[config.mk]
export PLATFORM = sky130hd
export DESIGN_NAME = tcds_core
export DESIGN_NICKNAME = d
export VERILOG_FILES = /design/src/design/tcds_pkg.sv /design/src/design/tcds_counter.sv /design/src/design/tcds_status.sv /design/src/design/tcds_core.sv
export SDC_FILE = /design/constraint.sdc
export NUM_CORES = 1
export LEC_CHECK = 0
export BUFFER_PORTS_ARGS = -buffer_cell sky130_fd_sc_hd__buf_2
export CAP_MARGIN = 20
export CELL_PAD_IN_SITES_DETAIL_PLACEMENT = 1
export CELL_PAD_IN_SITES_GLOBAL_PLACEMENT = 2
export CORE_ASPECT_RATIO = 0.9
export CORE_UTILIZATION = 31
export DETAILED_ROUTE_END_ITERATION = 10
export PLACE_DENSITY_LB_ADDON = 0.1
export SLEW_MARGIN = 40
export SYNTH_ARGS = -nofsm -noshare
export SYNTH_HDL_FRONTEND = slang
export SYNTH_SLANG_ARGS = --single-unit
export TNS_END_PERCENT = 5
[constraint.sdc]
create_clock -name clk -period 4.3 [get_ports clk]
set_input_delay 0.43 -clock clk [delete_from_list [all_inputs] [get_ports clk]]
set_output_delay 0.43 -clock clk [all_outputs]
set_load 0.03 [all_outputs]
[src/design/tcds_pkg.sv]
// Purpose: Shared constants and types for the tape control data, status and counter core.
// Assumes: One 10 MHz clock; Avalon-MM register slave with 32-bit data.
// Notes: Holding register positions run 1 to 12; positions 5 to 12 carry byte bits 0 to 7.
package tcds_pkg;

  ////////////////////////////////////////////////////////////////////////////////////////////////
  // Register byte offsets.
  localparam logic [7:0] TCDS_OFF_CTRL = 8'h00;
  localparam logic [7:0] TCDS_OFF_CMD = 8'h04;
  localparam logic [7:0] TCDS_OFF_UNITS = 8'h08;
  localparam logic [7:0] TCDS_OFF_STSET = 8'h0C;
  localparam logic [7:0] TCDS_OFF_STATUS = 8'h10;
  localparam logic [7:0] TCDS_OFF_HOLD = 8'h14;
  localparam logic [7:0] TCDS_OFF_COUNT = 8'h18;

  // Control register fields.
  localparam int TCDS_CTRL_RDFWD = 0;
  localparam int TCDS_CTRL_RDBWD = 1;
  localparam int TCDS_CTRL_WRITE = 2;
  localparam int TCDS_CTRL_SENSE = 3;
  localparam int TCDS_CTRL_WDISC = 4;
  localparam int TCDS_CTRL_EOB = 5;
  localparam int TCDS_CTRL_MECH = 6;
  localparam int TCDS_CTRL_STOPDLY = 7;
  localparam logic [7:0] TCDS_CTRL_RESET = 8'h00;

  // Command register pulse fields.
  localparam int TCDS_CMD_PRESENT = 0;
  localparam int TCDS_CMD_START = 1;
  localparam int TCDS_CMD_CONTROL = 2;
  localparam int TCDS_CMD_ENDOP = 3;
  localparam int TCDS_CMD_MRESET = 4;

  // Status byte bit positions (bit 0 is the leftmost byte position).
  localparam int TCDS_SB_MODIFIER = 1;
  localparam int TCDS_SB_CUEND = 2;
  localparam int TCDS_SB_BUSY = 3;
  localparam int TCDS_SB_CHEND = 4;
  localparam int TCDS_SB_DEVEND = 5;
  localparam int TCDS_SB_UNITCHK = 6;
  localparam int TCDS_SB_UNITEXC = 7;
  localparam logic [7:0] TCDS_SB_BASIC_MASK = 8'hF4;
  localparam logic [7:0] TCDS_SB_BUSY_MASK = 8'h0A;

  // Holding register geometry.
  localparam int TCDS_HR_BITS = 12;
  localparam int TCDS_HR_BASE = 5;
  localparam int TCDS_HR_CUEND_POS = 7;
  localparam int TCDS_HR_SPLIT = 6;

  // Counter geometry and counts.
  localparam int TCDS_CNT_BITS = 11;
  localparam logic [10:0] TCDS_MASK_ALL = 11'h7FF;
  localparam logic [10:0] TCDS_MASK_WRITE = 11'h00F;
  localparam logic [10:0] TCDS_MASK_WDISC = 11'h01F;
  localparam logic [10:0] TCDS_MASK_SENSE = 11'h007;
  localparam logic [10:0] TCDS_CNT_CHECK = 11'h600;
  localparam logic [3:0] TCDS_WC_LAST = 4'hF;
  localparam logic [3:0] TCDS_RC_LOAD = 4'h8;
  localparam logic [3:0] TCDS_RC_SENSE = 4'h7;
  localparam logic [2:0] TCDS_SENSE_UNITS = 3'h1;

  // Oscillator rates and derived cycle counts at the 10 MHz clock.
  localparam int TCDS_CLK_HZ = 10000000;
  localparam int TCDS_SLOW_HZ = 5000;
  localparam int TCDS_FAST_HZ = 240000;
  localparam int TCDS_SLOW_DIV = TCDS_CLK_HZ / TCDS_SLOW_HZ;
  localparam int TCDS_FAST_DIV = TCDS_CLK_HZ / TCDS_FAST_HZ;

  // Counter drive modes.
  typedef enum logic [2:0] {
    TCDS_MODE_IDLE,
    TCDS_MODE_WRITE,
    TCDS_MODE_WDISC,
    TCDS_MODE_EOB,
    TCDS_MODE_MECH,
    TCDS_MODE_SENSE
  } tcds_mode_type;

endpackage

[src/design/tcds_counter.sv]
// Purpose: Eleven-stage toggle counter used as write clock, delay and sense counter.
// Assumes: Drive is a one-cycle enable pulse; stage mask blocks stages that must not run.
// Notes: The ripple behaviour is evaluated within one clock, so all stages settle together.
module tcds_counter (
  input wire logic clk, // System clock.
  input wire logic rst, // Asynchronous reset, active high.
  input wire logic hold_reset, // Holds every stage off while no drive is gated.
  input wire logic drive, // One-cycle drive pulse into the first stage.
  input wire logic [tcds_pkg::TCDS_CNT_BITS-1:0] stage_mask, // Stages allowed to toggle.
  output logic [tcds_pkg::TCDS_CNT_BITS-1:0] count // Present stage states.
);
  import tcds_pkg::*;

  logic [TCDS_CNT_BITS-1:0] toggle;
  logic [TCDS_CNT_BITS-1:0] next_count;

  ////////////////////////////////////////////////////////////////////////////////////////////////
  // The first stage follows the drive; each later stage toggles when the one before turns off.
  assign toggle[0] = drive & stage_mask[0];
  genvar i;
  generate
    for (i = 1; i < TCDS_CNT_BITS; i++) begin : g_stage
      assign toggle[i] = toggle[i-1] & count[i-1] & stage_mask[i];
    end
  endgenerate

  // Next stage values; blocked stages stay where they are, and hold_reset clears every stage.
  always_comb begin
    if (hold_reset) begin
      next_count = '0;
    end else begin
      next_count = count ^ toggle;
    end
  end

  // Stage flip-flops.
  always_ff @(posedge clk or posedge rst) begin
    if (rst) begin
      count <= '0;
    end else begin
      count <= next_count;
    end
  end

endmodule

[src/design/tcds_status.sv]
// Purpose: Status latches that assemble the initial and ending status byte.
// Assumes: Set and clear requests are single-cycle pulses on the system clock.
// Notes: A set in the same cycle as a clear wins, so no condition is lost.
module tcds_status (
  input wire logic clk, // System clock.
  input wire logic rst, // Asynchronous reset, active high.
  input wire logic [7:0] set_bits, // Status conditions to latch, byte bit order.
  input wire logic clear, // Status reset: accepted status or machine reset.
  output logic [7:0] status_byte // Latched status, positions 1 and 3 only for busy use.
);
  import tcds_pkg::*;

  logic [7:0] next_status_byte;

  ////////////////////////////////////////////////////////////////////////////////////////////////
  // Five basic latches plus two busy latches; position 0 never holds a bit.
  always_comb begin
    next_status_byte = status_byte;
    if (clear) begin
      next_status_byte = '0;
    end
    next_status_byte = next_status_byte
      | (set_bits & (TCDS_SB_BASIC_MASK | TCDS_SB_BUSY_MASK));
  end

  // Status latch flip-flops.
  always_ff @(posedge clk or posedge rst) begin
    if (rst) begin
      status_byte <= '0;
    end else begin
      status_byte <= next_status_byte;
    end
  end

endmodule

[src/design/tcds_core.sv]
// Purpose: Tape control inbound holding register, status latches and timing counter core.
// Assumes: Channel handshake inputs and read clock steps are synchronous to clk.
// Notes: Registers sit behind an Avalon-MM slave answering one cycle after the request.
//
// Added by the designer: the Avalon-MM interface to the registers and the register offsets.
module tcds_core (
  input wire logic clk, // System clock, 10 MHz.
  input wire logic rst, // Asynchronous reset, active high.
  input wire logic [7:0] avs_address, // Avalon byte address.
  input wire logic avs_read, // Avalon read request.
  input wire logic avs_write, // Avalon write request.
  input wire logic [31:0] avs_writedata, // Avalon write data.
  input wire logic [3:0] avs_byteenable, // Avalon byte enables.
  output logic [31:0] avs_readdata, // Avalon read data.
  output logic avs_waitrequest, // Avalon wait request.
  input wire logic service_out, // Channel service out.
  input wire logic command_out, // Channel command out.
  input wire logic [7:0] bus_out, // Channel bus out byte.
  output logic status_in, // Status in to the channel.
  output logic service_in, // Service in to the channel.
  output logic [7:0] bus_in, // Bus in byte to the channel.
  input wire logic [7:0] read_byte, // Byte from the read register or translator.
  input wire logic read_clock_strobe, // One-cycle pulse when the read clock steps.
  input wire logic [3:0] read_clock, // Read clock step number.
  input wire logic [2:0] unit_not_ready, // Not-ready lines from the attached tape units.
  output logic [7:0] write_out // Byte to the tape write circuits.
);
  import tcds_pkg::*;

  ////////////////////////////////////////////////////////////////////////////////////////////////
  // Declarations.
  logic [7:0] ctrl;
  logic [7:0] next_ctrl;
  logic [2:0] units;
  logic [2:0] next_units;
  logic [31:0] next_readdata;
  logic next_waitrequest;
  logic [4:0] cmd_pulse;
  logic [4:0] next_cmd_pulse;
  logic [7:0] status_set;
  logic [7:0] next_status_set;
  logic [15:0] slow_div;
  logic [15:0] next_slow_div;
  logic [7:0] fast_div;
  logic [7:0] next_fast_div;
  logic slow_tick;
  logic fast_tick;
  logic [TCDS_HR_BITS:1] holding_register;
  logic [TCDS_HR_BITS:1] next_holding_register;
  logic next_status_in;
  logic next_service_in;
  logic [7:0] next_bus_in;
  logic [7:0] next_write_out;
  logic stacked;
  logic next_stacked;
  logic counter_check;
  logic next_counter_check;
  logic cmd_refused;
  logic next_cmd_refused;
  logic cmd_accepted;
  logic next_cmd_accepted;
  logic wc_at_last;
  logic next_wc_at_last;
  logic [7:0] status_byte;
  logic [TCDS_CNT_BITS-1:0] count;
  tcds_mode_type mode;
  logic [TCDS_CNT_BITS-1:0] stage_mask;
  logic cnt_drive;
  logic bus_we;
  logic bus_re;
  logic machine_reset;
  logic status_accept;
  logic stack_status;
  logic stop_command;
  logic rd_op;
  logic inbound_read;
  logic inbound_status;
  logic inbound_sense;
  logic wc15_reset;
  logic endop_reset;
  logic reset_low;
  logic reset_high;
  logic check_hit;
  logic [7:0] status_gated;
  logic [7:0] sense_byte;

  // Sense byte selected by the decoded sense count.
  function automatic logic [7:0] tcds_sense_sel(input logic [2:0] cnt,
                                                input logic [2:0] nr,
                                                input logic [2:0] present);
    logic [7:0] b;
    b = 8'h00;
    if (cnt == TCDS_SENSE_UNITS) begin
      b = {5'h00, nr & present};
    end
    return b;
  endfunction

  ////////////////////////////////////////////////////////////////////////////////////////////////
  // Oscillator dividers give one-cycle slow and fast drive pulses.
  assign slow_tick = (slow_div == 16'(TCDS_SLOW_DIV - 1));
  assign fast_tick = (fast_div == 8'(TCDS_FAST_DIV - 1));

  always_comb begin
    next_slow_div = slow_tick ? 16'h0000 : slow_div + 16'h0001;
    next_fast_div = fast_tick ? 8'h00 : fast_div + 8'h01;
  end

  always_ff @(posedge clk or posedge rst) begin
    if (rst) begin
      slow_div <= 16'h0000;
      fast_div <= 8'h00;
    end else begin
      slow_div <= next_slow_div;
      fast_div <= next_fast_div;
    end
  end

  ////////////////////////////////////////////////////////////////////////////////////////////////
  // Avalon slave: each request is answered at the edge after it is first seen.
  assign bus_we = avs_write & ~avs_waitrequest;
  assign bus_re = avs_read & ~avs_waitrequest;

  always_comb begin
    next_waitrequest = 1'b1;
    if ((avs_read | avs_write) & avs_waitrequest) begin
      next_waitrequest = 1'b0;
    end
    next_ctrl = ctrl;
    next_units = units;
    next_cmd_pulse = '0;
    next_status_set = '0;
    if (bus_we & avs_byteenable[0]) begin
      unique case (avs_address)
        TCDS_OFF_CTRL: next_ctrl = avs_writedata[7:0];
        TCDS_OFF_CMD: next_cmd_pulse = avs_writedata[4:0];
        TCDS_OFF_UNITS: next_units = avs_writedata[2:0];
        TCDS_OFF_STSET: next_status_set = avs_writedata[7:0];
        default: next_ctrl = ctrl;
      endcase
    end
    next_readdata = 32'h00000000;
    if ((avs_read | avs_write) & avs_waitrequest & avs_read) begin
      unique case (avs_address)
        TCDS_OFF_CTRL: next_readdata = {24'h000000, ctrl};
        TCDS_OFF_UNITS: next_readdata = {29'h00000000, units};
        TCDS_OFF_STATUS: next_readdata = {18'h00000, service_in, status_in, cmd_accepted,
                                          cmd_refused, counter_check, stacked, status_byte};
        TCDS_OFF_HOLD: next_readdata = {20'h00000, holding_register};
        TCDS_OFF_COUNT: next_readdata = {21'h000000, count};
        default: next_readdata = 32'h00000000;
      endcase
    end else if (bus_re) begin
      next_readdata = avs_readdata;
    end
  end

  always_ff @(posedge clk or posedge rst) begin
    if (rst) begin
      avs_waitrequest <= 1'b1;
      avs_readdata <= 32'h00000000;
      ctrl <= TCDS_CTRL_RESET;
      units <= 3'h0;
      cmd_pulse <= 5'h00;
      status_set <= 8'h00;
    end else begin
      avs_waitrequest <= next_waitrequest;
      avs_readdata <= next_readdata;
      ctrl <= next_ctrl;
      units <= next_units;
      cmd_pulse <= next_cmd_pulse;
      status_set <= next_status_set;
    end
  end

  ////////////////////////////////////////////////////////////////////////////////////////////////
  // Channel responses decoded into the reset events.
  assign rd_op = ctrl[TCDS_CTRL_RDFWD] | ctrl[TCDS_CTRL_RDBWD];
  assign machine_reset = cmd_pulse[TCDS_CMD_MRESET];
  assign status_accept = status_in & service_out;
  assign stack_status = status_in & command_out;
  assign stop_command = service_in & command_out
    & (ctrl[TCDS_CTRL_SENSE] | ctrl[TCDS_CTRL_WRITE] | rd_op);
  assign wc15_reset = ctrl[TCDS_CTRL_WDISC] & ctrl[TCDS_CTRL_WRITE] & ~wc_at_last
    & (count[3:0] == TCDS_WC_LAST);
  assign endop_reset = cmd_pulse[TCDS_CMD_ENDOP] & ctrl[TCDS_CTRL_STOPDLY];

  // The two reset groups are driven by the same events, so both halves always clear together.
  assign reset_low = stop_command | stack_status | status_accept | wc15_reset
    | endop_reset;
  assign reset_high = stop_command | stack_status | status_accept | wc15_reset
    | endop_reset;

  // Inbound gate conditions.
  assign inbound_read = rd_op & read_clock_strobe & (read_clock == TCDS_RC_LOAD);
  assign inbound_status = cmd_pulse[TCDS_CMD_PRESENT] & ~status_in;
  assign inbound_sense = ctrl[TCDS_CTRL_SENSE] & read_clock_strobe
    & (read_clock == TCDS_RC_LOAD);
  assign sense_byte = tcds_sense_sel(count[2:0], unit_not_ready, units);

  // Status byte gated out; only the modifier may occupy positions 0 and 1.
  assign status_gated = {status_byte[7:2], status_byte[TCDS_SB_MODIFIER], 1'b0};

  ////////////////////////////////////////////////////////////////////////////////////////////////
  // Holding register, channel handshake and output paths.
  always_comb begin
    next_holding_register = holding_register;
    if (reset_low) begin
      next_holding_register[TCDS_HR_SPLIT:1] = '0;
    end
    if (reset_high) begin
      next_holding_register[TCDS_HR_BITS:TCDS_HR_SPLIT+1] = '0;
    end
    // Only the three inbound cases and the write transfer may load positions 5 to 12.
    if (inbound_read) begin
      next_holding_register[TCDS_HR_BITS:TCDS_HR_BASE] = read_byte;
    end else if (inbound_status) begin
      next_holding_register[TCDS_HR_BITS:TCDS_HR_BASE] = status_gated;
      next_holding_register[TCDS_HR_CUEND_POS] = status_byte[TCDS_SB_CUEND];
    end else if (inbound_sense) begin
      next_holding_register[TCDS_HR_BITS:TCDS_HR_BASE] = sense_byte;
    end else if (ctrl[TCDS_CTRL_WRITE] & service_in & service_out) begin
      next_holding_register[TCDS_HR_BITS:TCDS_HR_BASE] = bus_out;
    end
    // Status in rises on presentation and drops on any channel answer.
    next_status_in = status_in;
    if (status_accept | stack_status | machine_reset) begin
      next_status_in = 1'b0;
    end else if (inbound_status) begin
      next_status_in = 1'b1;
    end
    // Service in requests a byte transfer for data operations.
    next_service_in = service_in;
    if (service_out | command_out | machine_reset) begin
      next_service_in = 1'b0;
    end else if (inbound_read | inbound_sense) begin
      next_service_in = 1'b1;
    end else if (ctrl[TCDS_CTRL_WRITE] & ~ctrl[TCDS_CTRL_WDISC] & fast_tick
                 & (count[3:0] == TCDS_WC_LAST)) begin
      next_service_in = 1'b1;
    end
    // Bus in takes the AND-side output, the write path the OR-side output.
    next_bus_in = (status_in | service_in) ? holding_register[12:5] : 8'h00;
    next_write_out = holding_register[12:5] | 8'h00;
  end

  always_ff @(posedge clk or posedge rst) begin
    if (rst) begin
      holding_register <= '0;
      status_in <= 1'b0;
      service_in <= 1'b0;
      bus_in <= 8'h00;
      write_out <= 8'h00;
    end else begin
      holding_register <= next_holding_register;
      status_in <= next_status_in;
      service_in <= next_service_in;
      bus_in <= next_bus_in;
      write_out <= next_write_out;
    end
  end

  ////////////////////////////////////////////////////////////////////////////////////////////////
  // Command acceptance, stacked status and counter check flags.
  always_comb begin
    next_stacked = stacked;
    if (status_accept | machine_reset) begin
      next_stacked = 1'b0;
    end
    if (stack_status) begin
      next_stacked = 1'b1;
    end
    next_cmd_refused = cmd_refused;
    next_cmd_accepted = cmd_accepted;
    if (cmd_pulse[TCDS_CMD_START]) begin
      if (stacked) begin
        next_cmd_refused = 1'b1;
        next_cmd_accepted = 1'b0;
      end else if (cmd_pulse[TCDS_CMD_CONTROL]) begin
        next_cmd_accepted = ((status_byte & ~(8'h01 << TCDS_SB_CHEND)) == 8'h00);
        next_cmd_refused = ~next_cmd_accepted;
      end else begin
        next_cmd_accepted = (status_byte == 8'h00);
        next_cmd_refused = ~next_cmd_accepted;
      end
    end
    next_counter_check = counter_check;
    if (machine_reset) begin
      next_counter_check = 1'b0;
    end
    if (check_hit) begin
      next_counter_check = 1'b1;
    end
    next_wc_at_last = (count[3:0] == TCDS_WC_LAST);
  end

  always_ff @(posedge clk or posedge rst) begin
    if (rst) begin
      stacked <= 1'b0;
      cmd_refused <= 1'b0;
      cmd_accepted <= 1'b0;
      counter_check <= 1'b0;
      wc_at_last <= 1'b0;
    end else begin
      stacked <= next_stacked;
      cmd_refused <= next_cmd_refused;
      cmd_accepted <= next_cmd_accepted;
      counter_check <= next_counter_check;
      wc_at_last <= next_wc_at_last;
    end
  end

  ////////////////////////////////////////////////////////////////////////////////////////////////
  // Status latches; the counter check raises unit check.
  assign check_hit = (count == TCDS_CNT_CHECK);

  tcds_status u_status (
    .clk(clk),
    .rst(rst),
    .set_bits(status_set | ({7'h00, check_hit} << TCDS_SB_UNITCHK)),
    .clear(status_accept | machine_reset),
    .status_byte(status_byte)
  );

  ////////////////////////////////////////////////////////////////////////////////////////////////
  // Counter mode selection, drive source and stage blocking.
  always_comb begin
    mode = TCDS_MODE_IDLE;
    if (ctrl[TCDS_CTRL_MECH]) begin
      mode = TCDS_MODE_MECH;
    end else if (ctrl[TCDS_CTRL_WRITE] & ctrl[TCDS_CTRL_WDISC]) begin
      mode = TCDS_MODE_WDISC;
    end else if (ctrl[TCDS_CTRL_WRITE]) begin
      mode = TCDS_MODE_WRITE;
    end else if (ctrl[TCDS_CTRL_EOB]) begin
      mode = TCDS_MODE_EOB;
    end else if (ctrl[TCDS_CTRL_SENSE]) begin
      mode = TCDS_MODE_SENSE;
    end
    cnt_drive = 1'b0;
    stage_mask = '0;
    unique case (mode)
      TCDS_MODE_IDLE: begin
        cnt_drive = 1'b0;
        stage_mask = '0;
      end
      TCDS_MODE_WRITE: begin
        cnt_drive = fast_tick;
        stage_mask = TCDS_MASK_WRITE;
      end
      TCDS_MODE_WDISC: begin
        cnt_drive = fast_tick;
        stage_mask = TCDS_MASK_WDISC;
      end
      TCDS_MODE_EOB: begin
        cnt_drive = fast_tick;
        stage_mask = TCDS_MASK_ALL;
      end
      TCDS_MODE_MECH: begin
        cnt_drive = slow_tick;
        stage_mask = TCDS_MASK_ALL;
      end
      TCDS_MODE_SENSE: begin
        cnt_drive = read_clock_strobe & (read_clock == TCDS_RC_SENSE);
        stage_mask = TCDS_MASK_SENSE;
      end
    endcase
  end

  tcds_counter u_counter (
    .clk(clk),
    .rst(rst),
    .hold_reset(mode == TCDS_MODE_IDLE),
    .drive(cnt_drive),
    .stage_mask(stage_mask),
    .count(count)
  );

endmodule

==> impl.org, run 1 <==
** Outcome
- Run status :: complete, but fails checks
- Violations in the final reports :: negative setup slack

** STA
- Number of setup violations in the final report :: 2
- Unrepaired setup endpoints after global routing :: yes
- Max_slew headroom :: 0.478
- In the post-route analysis, the smallest setup slack over all paths is -0.224 ns.
- The max-slew violation count came to 0.
- For the final database, setup skew stands at 0.00642 ns.
- Derived from the worst setup path, the maximum achievable clock frequency is 221 MHz.
- The hold violation count in the final report came to 0.
- Worst-margin pin slew :: 0.782 ns
- Counting I/O delays and the setup requirement, the final critical path takes 4.52 ns.
- Ratio of final minimum period to clock period :: 1.05

** Clock network
- TritonCTS built the clock tree.
- Buffers inserted during clock tree synthesis total 9.
- Buffers added to address setup during post-CTS repair amount to 0.
- Counting along the longest clock path gives a buffer depth of 2.
- The H-tree was split into 3 levels.
- For this design, the sink count on the clock tree is 111.
- Root buffer selected by CTS :: clkbuf_16
- Clock latency on the worst-skew pair :: 0.36 ns
- Clock-pin slew was measured on the worst setup and hold paths at 0.08 ns.

** GRT
- Wire length of the first global-routing pass :: 21300 µm
- The number of global-route vias before repair came to 3794.
- Maximum number of pins on one net before global-route repair :: 78
- Across every metal layer, demand over resource in global routing totals 0.172.
- The initial antenna violation count came to 0.
- GR Overflow Total :: 0

** Drt
- Wire length per cell :: 17.7 µm
- 1st-iter DRT viols :: 157
- For this run, design rule violations remaining after detail routing come to 0.
- In the routed layout, each cell is associated on average with a via count of 4.81.
- Drt total wl :: 13700 µm
- The detailed router placed 3711 vias in this run.
- The first TritonRoute pass finished after 6 iterations.
- The count of nets left with antenna violations once routing finished came out at 0.

** Flow run
- Max-cap viol count :: 0

** Yosys
- Yosys mapped a number of flops with a built-in enable equal to 0.
- Synth Register Bits :: 111
- Synth Instances :: 446
- Unique cell type count in the Yosys netlist :: 53
- In this run the cell area of the synthesized design comes to 5100 µm².
- Share of synthesized area occupied by flip-flops and latches :: 0.545
- Avg Synthesized Cell Area :: 11.4 µm²
- For this run, the leading register cell type out of synthesis is dfrtp_1.
- For this run, asynchronously set or reset flops after synthesis account for 1.00.
- The Yosys step of the flow raised 0 warnings.

** Final layout
- Total inserted antenna cells :: 0
- After the flow finishes, the layout carries non-filler instances totaling 772.
- Syn-to-layout area delta :: 22.0%
- In the final design database the tool counted 647 nets.
- Share of layout cells above drive strength 1 :: 0.280

** Floorplan
- 125 I/O pins were placed.
- Initial standard-cell utilization of the core :: 0.316
- The die is 137 µm wide.
- The initialized floorplan defines 44 standard-cell rows.
- The region available for standard cell placement spans 16100 µm².
- Die area :: 17000 µm²
- Vertical die dimension :: 124 µm

** Power and ir drop
- The analysis attributes to cell leakage a power of 3.09 nW.
- Power spread over the standard cell area amounts to 326 nW/µm².
- Worst vdd ir :: 186 µV

** Worst setup path
- Crit path DAT :: 4.77 ns
- For the worst flop-to-flop path, the logic depth is 27.
- Critical R2R Capture :: u_counter.count[10]
- The worst register-to-register path begins at fast_div[0].
- Launching element type of the critical path :: flip-flop
- Crit path launch :: fast_div[0]
- Critical Path Fanout Max :: 2
- For flop-to-flop paths, the worst setup slack is -0.22 ns.
- Capturing element type of the critical path :: flip-flop
- At the worst endpoint, the required time is 4.55 ns.
- The most critical setup path has its endpoint at u_counter.count[10].
- The worst setup path is of the flip-flop to flip-flop kind.

** Placed design
- Number of placed instances with taps included :: 756
- Placed wire-length estimate :: 10600 µm
- Final GP Congestion :: 0.801
- Timing analysis after detailed placement gives a worst setup slack of -0.229 ns.
- Number of buffers inserted by port buffering :: 79

** Worst hold path
- Hold Path Class :: primary input to asynchronous set/reset pin
==> state kept, by name (all words and copies together), names as in the netlist, 3 cells and up <==
register / flops
avs_readdata: 14
bus_in: 8
ctrl: 8
u_status.status_byte: 7
holding_register: 8
units: 3
cmd_pulse: 5
write_out: 8
status_set: 7
fast_div: 8
slow_div: 16
u_counter.count: 11
==> where the power goes <==
| part | switching [W] | internal, W | leakage (nW) |
|---|---|---|---|
| clock | 0.000425 | 0.000414 | 0.149 |
| combinational | 0.0000878 | 0.0000359 | 1.44 |
| sequential | 0.0000104 | 0.00105 | 1.50 |
==> cells in the final DEF (no fill, tap or decap), drive strengths merged, types with 12 or more instances in the layout <==
master	netlist	final
and2	12	12
buf	22	115
conb	1	18
dfrtp	110	110
ha	13	13
inv	9	12
mux2	14	14
nand2	24	24
nand3	19	19
nor2	32	32
nor2b	36	36
o21ai	13	13
==> critical path, cell delays in order (launching register included) <==
cell and delay, ns:
dfrtp_1 0.35, inv_1 0.05, ha_1 0.19, and4b_1 0.21, mux2i_1 0.17, o21ai_1 0.08
ha_1 0.17, nor2b_1 0.13, ha_1 0.18, nor2b_1 0.12, ha_1 0.18, o31a_1 0.10
ha_1 0.19, a21boi_1 0.13, ha_1 0.20, nor2b_1 0.13, ha_1 0.20, nor2b_1 0.12
ha_1 0.20, nor2b_1 0.12, ha_1 0.20, nor2b_1 0.13, ha_1 0.20, nor2b_1 0.13
ha_1 0.20, nor2b_2 0.15, xnor2_1 0.15, nor2_1 0.05
==> metrics by stage <==
step                      power (W)  TNS, ns  instance area, µm²  hold WS [ns]   util
final                       0.00203   -0.314                6220         0.185  0.386
after global routing        0.00210    -1.18                6220         0.271  0.386
after CTS                   0.00206   -0.325                6210         0.232  0.385
after detailed placement    0.00121   -0.346                5910         0.416  0.367
after global placement      0.00121   -0.206                5910         0.408  0.366
after floorplan             0.00117  -0.0729                5160         0.387      -
==> repair_timing <==
item | CTS | global route
resized for setup | 2 | 1
endpoints found under the setup margin | 2 | 3
gates cloned | 0 | 0
hold buffers | 0 | 0
==> final cells by class <==
cell class	count	area (µm²)
fillers	1803	9910
well taps	207	259
repair buffers	115	666
multi-input cells	314	2180
clock inverters	7	77.6
clock buffers	9	225
inverters	9	38.8
flip-flops and latches	111	2780
==> how the worst min path moves through the flow <==
| stage | end | slack (ns) | cells past startpoint |
|---|---|---|---|
| 2_1_floorplan | write_out[4] | 0.39 | 0 |
| 3_3_place_gp | u_status.status_byte[1] | 0.41 | 1 |
| 3_5_place_dp | u_status.status_byte[7] | 0.42 | 1 |
| 4_1_cts | slow_div[15] | 0.23 | 2 |
| 5_1_grt | slow_div[15] | 0.27 | 2 |
| 6_report | slow_div[15] | 0.19 | 2 |
==> kinds of logic after synthesis <==
group | Yosys count | synth area share
multiplexers | 27 | 0.0613
AO/OA/AOI/OAI | 67 | 0.0957
flip-flops | 111 | 0.545
XOR/XNOR | 21 | 0.0361
adder cells (fa/ha/maj) | 13 | 0.0319
other | 1 | 0.000735
AND/OR/NAND/NOR | 168 | 0.187
buffers and inverters | 38 | 0.0424
==> routing by layer <==
layer | up-vias | wire [µm] | share of wire | global-route usage
li1 | 1770 | - | - | -
met3 | 15 | 554 | 0.041 | 0.0322
met4 | 0 | 272 | 0.020 | 0.0618
met5 | - | 0 | 0 | 0
met1 | 1841 | 7040 | 0.51 | 0.254
met2 | 85 | 5800 | 0.42 | 0.250
==> synthesized netlist by cell type (2+ instances only) <==
master     count  area [µm²]
nor2b_1       36         225
mux2i_1       11         110
nand4_1        4        25.0
buf_2          4        20.0
o22ai_1        4        25.0
nand2_1       23        86.3
nor2_1        32         120
mux4_2         2        45.0
nor3_1         6        30.0
nor4_1         4        25.0
and2_1        12        75.1
o211a_1        2        20.0
a221oi_1       5        43.8
ha_1          13         163
o2bb2ai_1      7        61.3
inv_1          9        33.8
buf_4         18         135
xor2_1        10        87.6
a21oi_1        7        35.0
dfrtp_1      110        2750
a22o_1        10        87.6
xnor2_1       11        96.3
a22oi_1        5        37.5
and4_1         4        35.0
clkbuf_1       6        22.5
and3_1        10        62.6
o21ai_0       13        65.1
o21a_1         2        15.0
mux2_2        14         158
nand3_1       19        95.1
nor4b_1        4        35.0
and4b_1        2        20.0
a21o_1         6        45.0
nor3b_1        2        15.0
Note: power is estimated with default switching activity, not from simulation.
==> run 2, diff against run 1 <==
CORE_UTILIZATION = 32   (was 31)
clock period = 5.5 ns   (was 4.3 ns; I/O delays follow)
==> run 2 against run 1 <==
The flow now finishes without violations. Final cell count decreased by 4.9%. Setup slack better by 0.97 ns. Maximum frequency fell by 4.8%. Sequential share of layout area is 1.9 points higher. Die area decreased by 3.1%. Clock skew is 0.0042 ns higher. Worst hold slack improved by 0.085 ns. Critical endpoint unchanged.
==> impl.org, run 2 (synthesis gave the netlist of run 1 again) <==
** Final layout
- In the final layout, the share of cells above drive strength 1 is 0.231.
- 0 antenna diodes ended up in the layout.
- slow_div holds more flip-flops than any other register.
- Relative to the synthesized area, the layout overhead comes to 17.1%.
- The library cell used most frequently in the layout, excluding fill and tap cells, is dfrtp_1.
- Registers with the most flip-flops :: slow_div (16), avs_readdata (14), u_counter.count (11)
- In the final design database the tool counted 614 nets.
- Max FFs per register :: 16
- In the layout the commonest cells are dfrtp_1, buf_2, nor2b_1, nor2_1, nand2_1.
- Utilization after layout :: 0.385

** Clock network
- Number of buffers inserted during clock tree synthesis :: 9
- CTS tree :: yes
- After clock tree synthesis, the clock-pin slew on the worst setup and hold paths is 0.08 ns.
- The clock net in this run drives a total of 111 sinks.
- Clock latency on the worst-skew pair :: 0.35 ns
- Post-CTS repair changed the size of 0 cells.
- After clock tree synthesis, the flow added hold-fix buffers numbering 0.
- Buffers inserted by post-CTS timing repair :: 0
- The H-tree generated during clock tree synthesis spans 3 levels.
- The clock passes through at most 2 buffers.
- The tree is rooted in a clkbuf_16.

** GRT
- Global routing usage summed across all routing layers :: 0.175
- For this run the aggregate overflow at the end of global routing stands at 0.
- The number of global-route vias before repair came to 3579.
- Maximum number of pins on one net before global-route repair :: 66
- The first global-routing pass estimated 21200 µm of wire.
- Initial antenna violation count :: 0

** Placed design
- Worst setup slack before clock tree synthesis :: 0.707 ns
- Buffers placed on the I/O ports in this run total 79.
- Summed over all nets, the half-perimeter wirelength after detailed placement is 10200 µm.
- Final GP Congestion :: 0.759

** Drt
- TritonRoute pass-1 iters :: 4
- Number of vias in the routed layout :: 3611
- Summed over all layers, the routed wires come to 13600 µm.
- Sum of routed wire segments on met1 :: 7110 µm
- After detailed routing, the met3 layer carries 515 µm of wire.
- In the final routed layout, each cell accounts on average for 18.5 µm.
- In the routed layout, each cell is associated on average with a via count of 4.92.
- Wire segments on met2 add up to 5820 µm in the final route.
- The count of nets left with antenna violations once routing finished came out at 0.
- 1st-iter DRT viols :: 136
- In the routed design, unresolved DRC markers number 0.
- Top Layer Used :: met4

** Worst setup path
- The critical path in this run is classified as flip-flop to flip-flop.
- Crit path DAT :: 4.99 ns
- Capturing element type of the critical path :: flip-flop
- Launching element type of the critical path :: flip-flop
- The most critical setup path has its startpoint at fast_div[0].
- Required time worst endpoint :: 5.74 ns
- Launch point of the worst reg-to-reg path :: fast_div[0]
- Along the worst path, the maximum fanout reaches 7.

** Power and ir drop
- Total power after layout :: 0.00161 W
- IR analysis of the VDD net gives a maximum drop of 146 µV.
- Summed over all cells, the static leakage comes to 2.92 nW.
- Power per cell area :: 269 nW/µm²

** STA
- Dividing the final minimum period by the clock period gives 0.864.
- Setup repair after global routing left no endpoint under its margin.
- Final hold slack :: 0.270 ns
- In this run the tightest slew margin relative to its limit is 0.501.
- At the pin with the least slew margin, the transition time is 0.749 ns.
- Setup violations remaining at the end of the flow were counted as 0.
- Number of pins with negative max-slew slack in the final report :: 0
- Across the routed clock network, the largest skew measured is 0.0106 ns.
- The worst path meets setup with 0.748 ns of slack.
- Summed over all failing endpoints, the final setup total negative slack is 0 ns.
- The hold violation count in the final report was 0.
- Subtracting the final worst setup slack from the clock period gives 4.75 ns.
- Based on the critical path, the design can be clocked at up to 210 MHz.

** Floorplan
- The die covers 16500 µm².
- For this configuration, the core starts out at a cell density of 0.329.
- The core region is 15500 µm².
- Row generation in the floorplan step produced 43 rows.
- Horizontal die dimension :: 135 µm
- 125 I/O pins were placed.
- Measured along the y axis, the die boundary spans 122 µm.

** Worst hold path
- Hold Path Class :: primary input to asynchronous set/reset pin

** Flow run
- Max-cap viol count :: 0

** Outcome
- The flow ran to the end, and the final reports show no timing, DRC or antenna violations.
[run 2: changes by cell type in the layout (fill, tap and decap cells not counted), sizes merged]
cell	change
buf	-33
clkinv	-2
bufinv	+1
clkbuf	+1
clkinvlp	+1
inv	-1
[run 2: critical path, stage by stage (launching register included)]
cell,delay (ns)
dfrtp_1,0.45
inv_1,0.07
ha_1,0.20
and4b_1,0.30
mux2i_1,0.18
o21ai_0,0.10
ha_1,0.18
nor2b_1,0.12
ha_1,0.17
nor2b_1,0.12
ha_1,0.17
o31a_1,0.10
ha_1,0.19
a21boi_0,0.13
ha_1,0.20
nor2b_1,0.13
ha_1,0.20
nor2b_1,0.13
ha_1,0.19
nor2b_1,0.12
ha_1,0.19
nor2b_1,0.12
ha_1,0.21
nor2b_1,0.13
ha_1,0.19
nor2b_1,0.13
xnor2_1,0.16
nor2_1,0.05
[run 2: stage by stage]
| step | cell area [µm²] | cells |
|---|---|---|
| finish | 5970 | 734 |
| floorplan | 5160 | 463 |
| global route | 5970 | 734 |
| global placement | 5660 | 718 |
| CTS | 5970 | 734 |
| detailed placement | 5660 | 718 |
[run 2: final timing paths]
check | end | slack, ns | cells past startpoint
worst min register to register | u_status.status_byte[1] | 0.43 | 1
worst min-delay path | avs_readdata[11] | 0.27 | 2
worst max-delay path | u_counter.count[10] | 0.75 | 27
worst max register to register | u_counter.count[10] | 0.75 | 27
min in group clk | avs_waitrequest | 0.37 | 2
max in group asynchronous | u_counter.count[1] | 4.22 | 3
[run 2: power breakdown]
group | switching, W | internal [W] | total, W | leakage, nW
sequential | 0.00000932 | 0.000824 | 0.000833 | 1.50
combinational | 0.0000681 | 0.0000264 | 0.0000945 | 1.27
clock | 0.000317 | 0.000362 | 0.000679 | 0.146
[run 2: cell type report]
| cell class | count | area [µm²] |
|---|---|---|
| clock buffer | 10 | 229 |
| clock inverter | 6 | 80.1 |
| fill | 1715 | 9520 |
| inverter | 9 | 36.3 |
| multi-input combinational | 314 | 2170 |
| sequential | 111 | 2780 |
| tap | 202 | 253 |
| timing repair buffer | 82 | 422 |
[run 2: metal layers]
metal / track usage / vias up
met1: 0.266 / 1810
met2: 0.253 / 78
met4: 0.0442 / 0
met5: 0 / -
met3: 0.0329 / 8
li1: - / 1715
==> run 3, diff against run 2 <==
BUFFER_PORTS_ARGS = -buffer_cell sky130_fd_sc_hd__buf_4   (was -buffer_cell sky130_fd_sc_hd__buf_2)
==> run 3 against run 2 <==
Clock-buffer cell count did not move. Critical path type unchanged. Final area grew 3.2%. Total power increased by 0.44%. Combinational power rose by 11%. Sequential share of layout area is 1.4 points lower. Via count shrank 0.33%. Register-to-register slack got worse by 0.11 ns. Largest cell class unchanged. Clock power about the same. Worst hold slack gained 0.021 ns. Final cell count did not move. Non-clock buffer count stayed put. Highest routed layer unchanged. Routed wire length shrank 1.1%.
==> impl.org, run 3 (synthesis gave the netlist of run 1 again) <==
** Final layout
- Counting the fill cells in the layout gives 1689.
- The largest registers in the layout are slow_div (16), avs_readdata (14), u_counter.count (11).
- More flip-flops sit in one register than any other, and that register is slow_div.
- The library cell used most frequently in the layout, excluding fill and tap cells, is dfrtp_1.
- In the final layout, the share of cells above drive strength 1 is 0.231.
- For this run, the post-layout net count is 614.
- The sequential cells in the finished layout cover a total of 2780 µm².
- Syn-to-layout area delta :: 20.8%
- Most frequent cells in the layout :: dfrtp_1, buf_4, nor2b_1, nor2_1, nand2_1
- Total inserted antenna cells :: 0
- Max FFs per register :: 16
- After routing the design area is 6160 µm².
- Layout Cells excl Fill :: 734
- Footprint of the multi-input gates :: 2170 µm²

** GRT
- Wire length of the first global-routing pass :: 21200 µm
- Global routing finished with a remaining overflow of 0.
- The number of global-route vias before repair was 3623.
- Maximum number of pins on one net before global-route repair :: 61
- Initial antenna violation count :: 0
- Across every metal layer, demand over resource in global routing totals 0.175.

** Placed design
- Once placement finished, the instance area stood at 5850 µm².
- Final GP Congestion :: 0.768
- Detailed placement finished with a half-perimeter wire length of 10100 µm.
- Input and output buffers added on the ports amount to 79.
- Once placement completed, the tool counted placed cells totaling 718.

** Clock network
- Buffer depth of the longest clock path :: 2
- Clock latency on the worst-skew pair :: 0.36 ns
- Hold Buf Count CTS :: 0
- In this run, CTS created clock tree buffers numbering 9.
- The cell sitting at the root of the clock tree is a clkbuf_16.
- CTS tree :: yes
- After clock tree synthesis, the repair step resized 0 gates.
- Clock Sink Count :: 111
- Number of H-tree branching levels :: 3
- Buffers inserted by post-CTS timing repair :: 0
- Clock-pin slew was measured on the worst setup and hold paths at 0.07 ns.

** Worst hold path
- The min-delay analysis places its worst path in the category primary input to asynchronous set/reset pin.

** Power and ir drop
- Power per cell area :: 262 nW/µm²
- Leakage power figure :: 2.96 nW
- Worst vdd ir :: 142 µV

** STA
- Setup violations remaining at the end of the flow were counted as 0.
- The hold violation count in the final report is 0.
- In this run the tightest slew margin relative to its limit is 0.479.
- Worst clock skew :: 0.00736 ns
- Summed over all failing endpoints, the final setup total negative slack is 0 ns.
- Unrepaired setup endpoints after global routing :: no
- Ratio of final minimum period to clock period :: 0.883
- After layout, the minimum clock period comes to 4.86 ns.
- At the pin with the least slew margin, the transition time is 0.782 ns.
- Based on the critical path, the design can be clocked at up to 206 MHz.
- Number of pins with negative max-slew slack in the final report :: 0

** Drt
- TritonRoute pass-1 iters :: 4
- In the routed layout, each cell is associated on average with a via count of 4.90.
- Summed over all nets, wire length on met2 after detailed routing comes to 5710 µm.
- Summed over all layers, the routed wires come to 13400 µm.
- After detailed routing, the met3 layer carries 555 µm of wire.
- Number of vias in the routed layout :: 3599
- 1st-iter DRT viols :: 140
- The highest layer touched by signal routing is met4.
- Wire length per cell :: 18.3 µm
- Sum of routed wire segments on met1 :: 6920 µm
- Once detail routing completed, the nets flagged for antenna violations numbered 0.
- Remaining routing DRC violations :: 0

** Worst setup path
- Capturing element type of the critical path :: flip-flop
- The most numerous cell type found on the critical path is ha_1.
- Master of the slowest instance on the critical path :: dfrtp_1
- At the worst endpoint, the arrival time is 5.10 ns.
- STA classifies the critical path startpoint as a flip-flop.
- Required time worst endpoint :: 5.75 ns
- In this run the worst path has a maximum fanout of 10.
- Kind of critical path :: flip-flop to flip-flop
- On the worst path, the slowest cell contributes a delay of 0.43 ns.

** Floorplan
- The floorplan step set the die height to 122 µm.
- In this run the horizontal extent of the chip is 135 µm.
- The region available for standard cell placement spans 15500 µm².
- Initial standard-cell utilization of the core :: 0.329
- The floorplan has 43 rows.
- 125 I/O pins were placed.
- The die covers 16500 µm².

** Flow run
- Across the run, the number of max-cap violations was 0.

** Outcome
- Run status :: completed
-- run 3: per-stage QoR --
step | utilization | setup slack (ns) | hold WS (ns) | total power, W
after floorplan | - | 1.12 | 0.387 | 0.000913
after global placement | 0.378 | 0.699 | 0.408 | 0.000954
after detailed placement | 0.378 | 0.623 | 0.415 | 0.000955
after CTS | 0.397 | 0.595 | 0.317 | 0.00164
after global routing | 0.398 | 0.202 | 0.364 | 0.00168
final | 0.398 | 0.642 | 0.291 | 0.00161
-- run 3: worst max-delay path, delay by kind of cell, from the launching register on --
family | cells | cell delay, ns
flip-flops | 1 | 0.43
buffers and inverters | 1 | 0.18
adder cells (fa/ha/maj) | 11 | 2.22
AND/OR/NAND/NOR | 12 | 1.45
AO/OA/AOI/OAI | 3 | 0.33
XOR/XNOR | 1 | 0.16
-- run 3: cell type report --
| cell class | instances | share of cell area |
|---|---|---|
| Inverter | 9 | 0.00589 |
| Timing Repair Buffer | 82 | 0.100 |
| Clock buffer | 10 | 0.0371 |
| Tap cell | 202 | 0.0410 |
| Clock inverter | 6 | 0.0118 |
| Sequential cell | 111 | 0.451 |
| Multi-Input combinational cell | 314 | 0.353 |
-- run 3: layer usage --
layer | GRT usage | vias up
met5 | 0 | -
met4 | 0.0618 | 0
met3 | 0.0370 | 15
met2 | 0.247 | 91
met1 | 0.260 | 1785
li1 | - | 1708
-- run 3: path summary, 6_finish.rpt --
check	end	slack [ns]	cells past startpoint	startpoint
max reg2reg	u_counter.count[10]	0.64	28	slow_div[0]
max	u_counter.count[10]	0.64	28	slow_div[0]
min reg2reg	u_status.status_byte[2]	0.43	1	status_set[2]
min	avs_readdata[0]	0.29	2	rst
max in group asynchronous	cmd_pulse[4]	4.25	3	rst
min in group clk	avs_waitrequest	0.37	2	avs_read
-- run 3: power breakdown --
group / switching [W] / internal [W]
registers: 0.00000916 / 0.000824
logic: 0.0000673 / 0.0000373
clock network: 0.000315 / 0.000360
total: 0.000392 / 0.00122
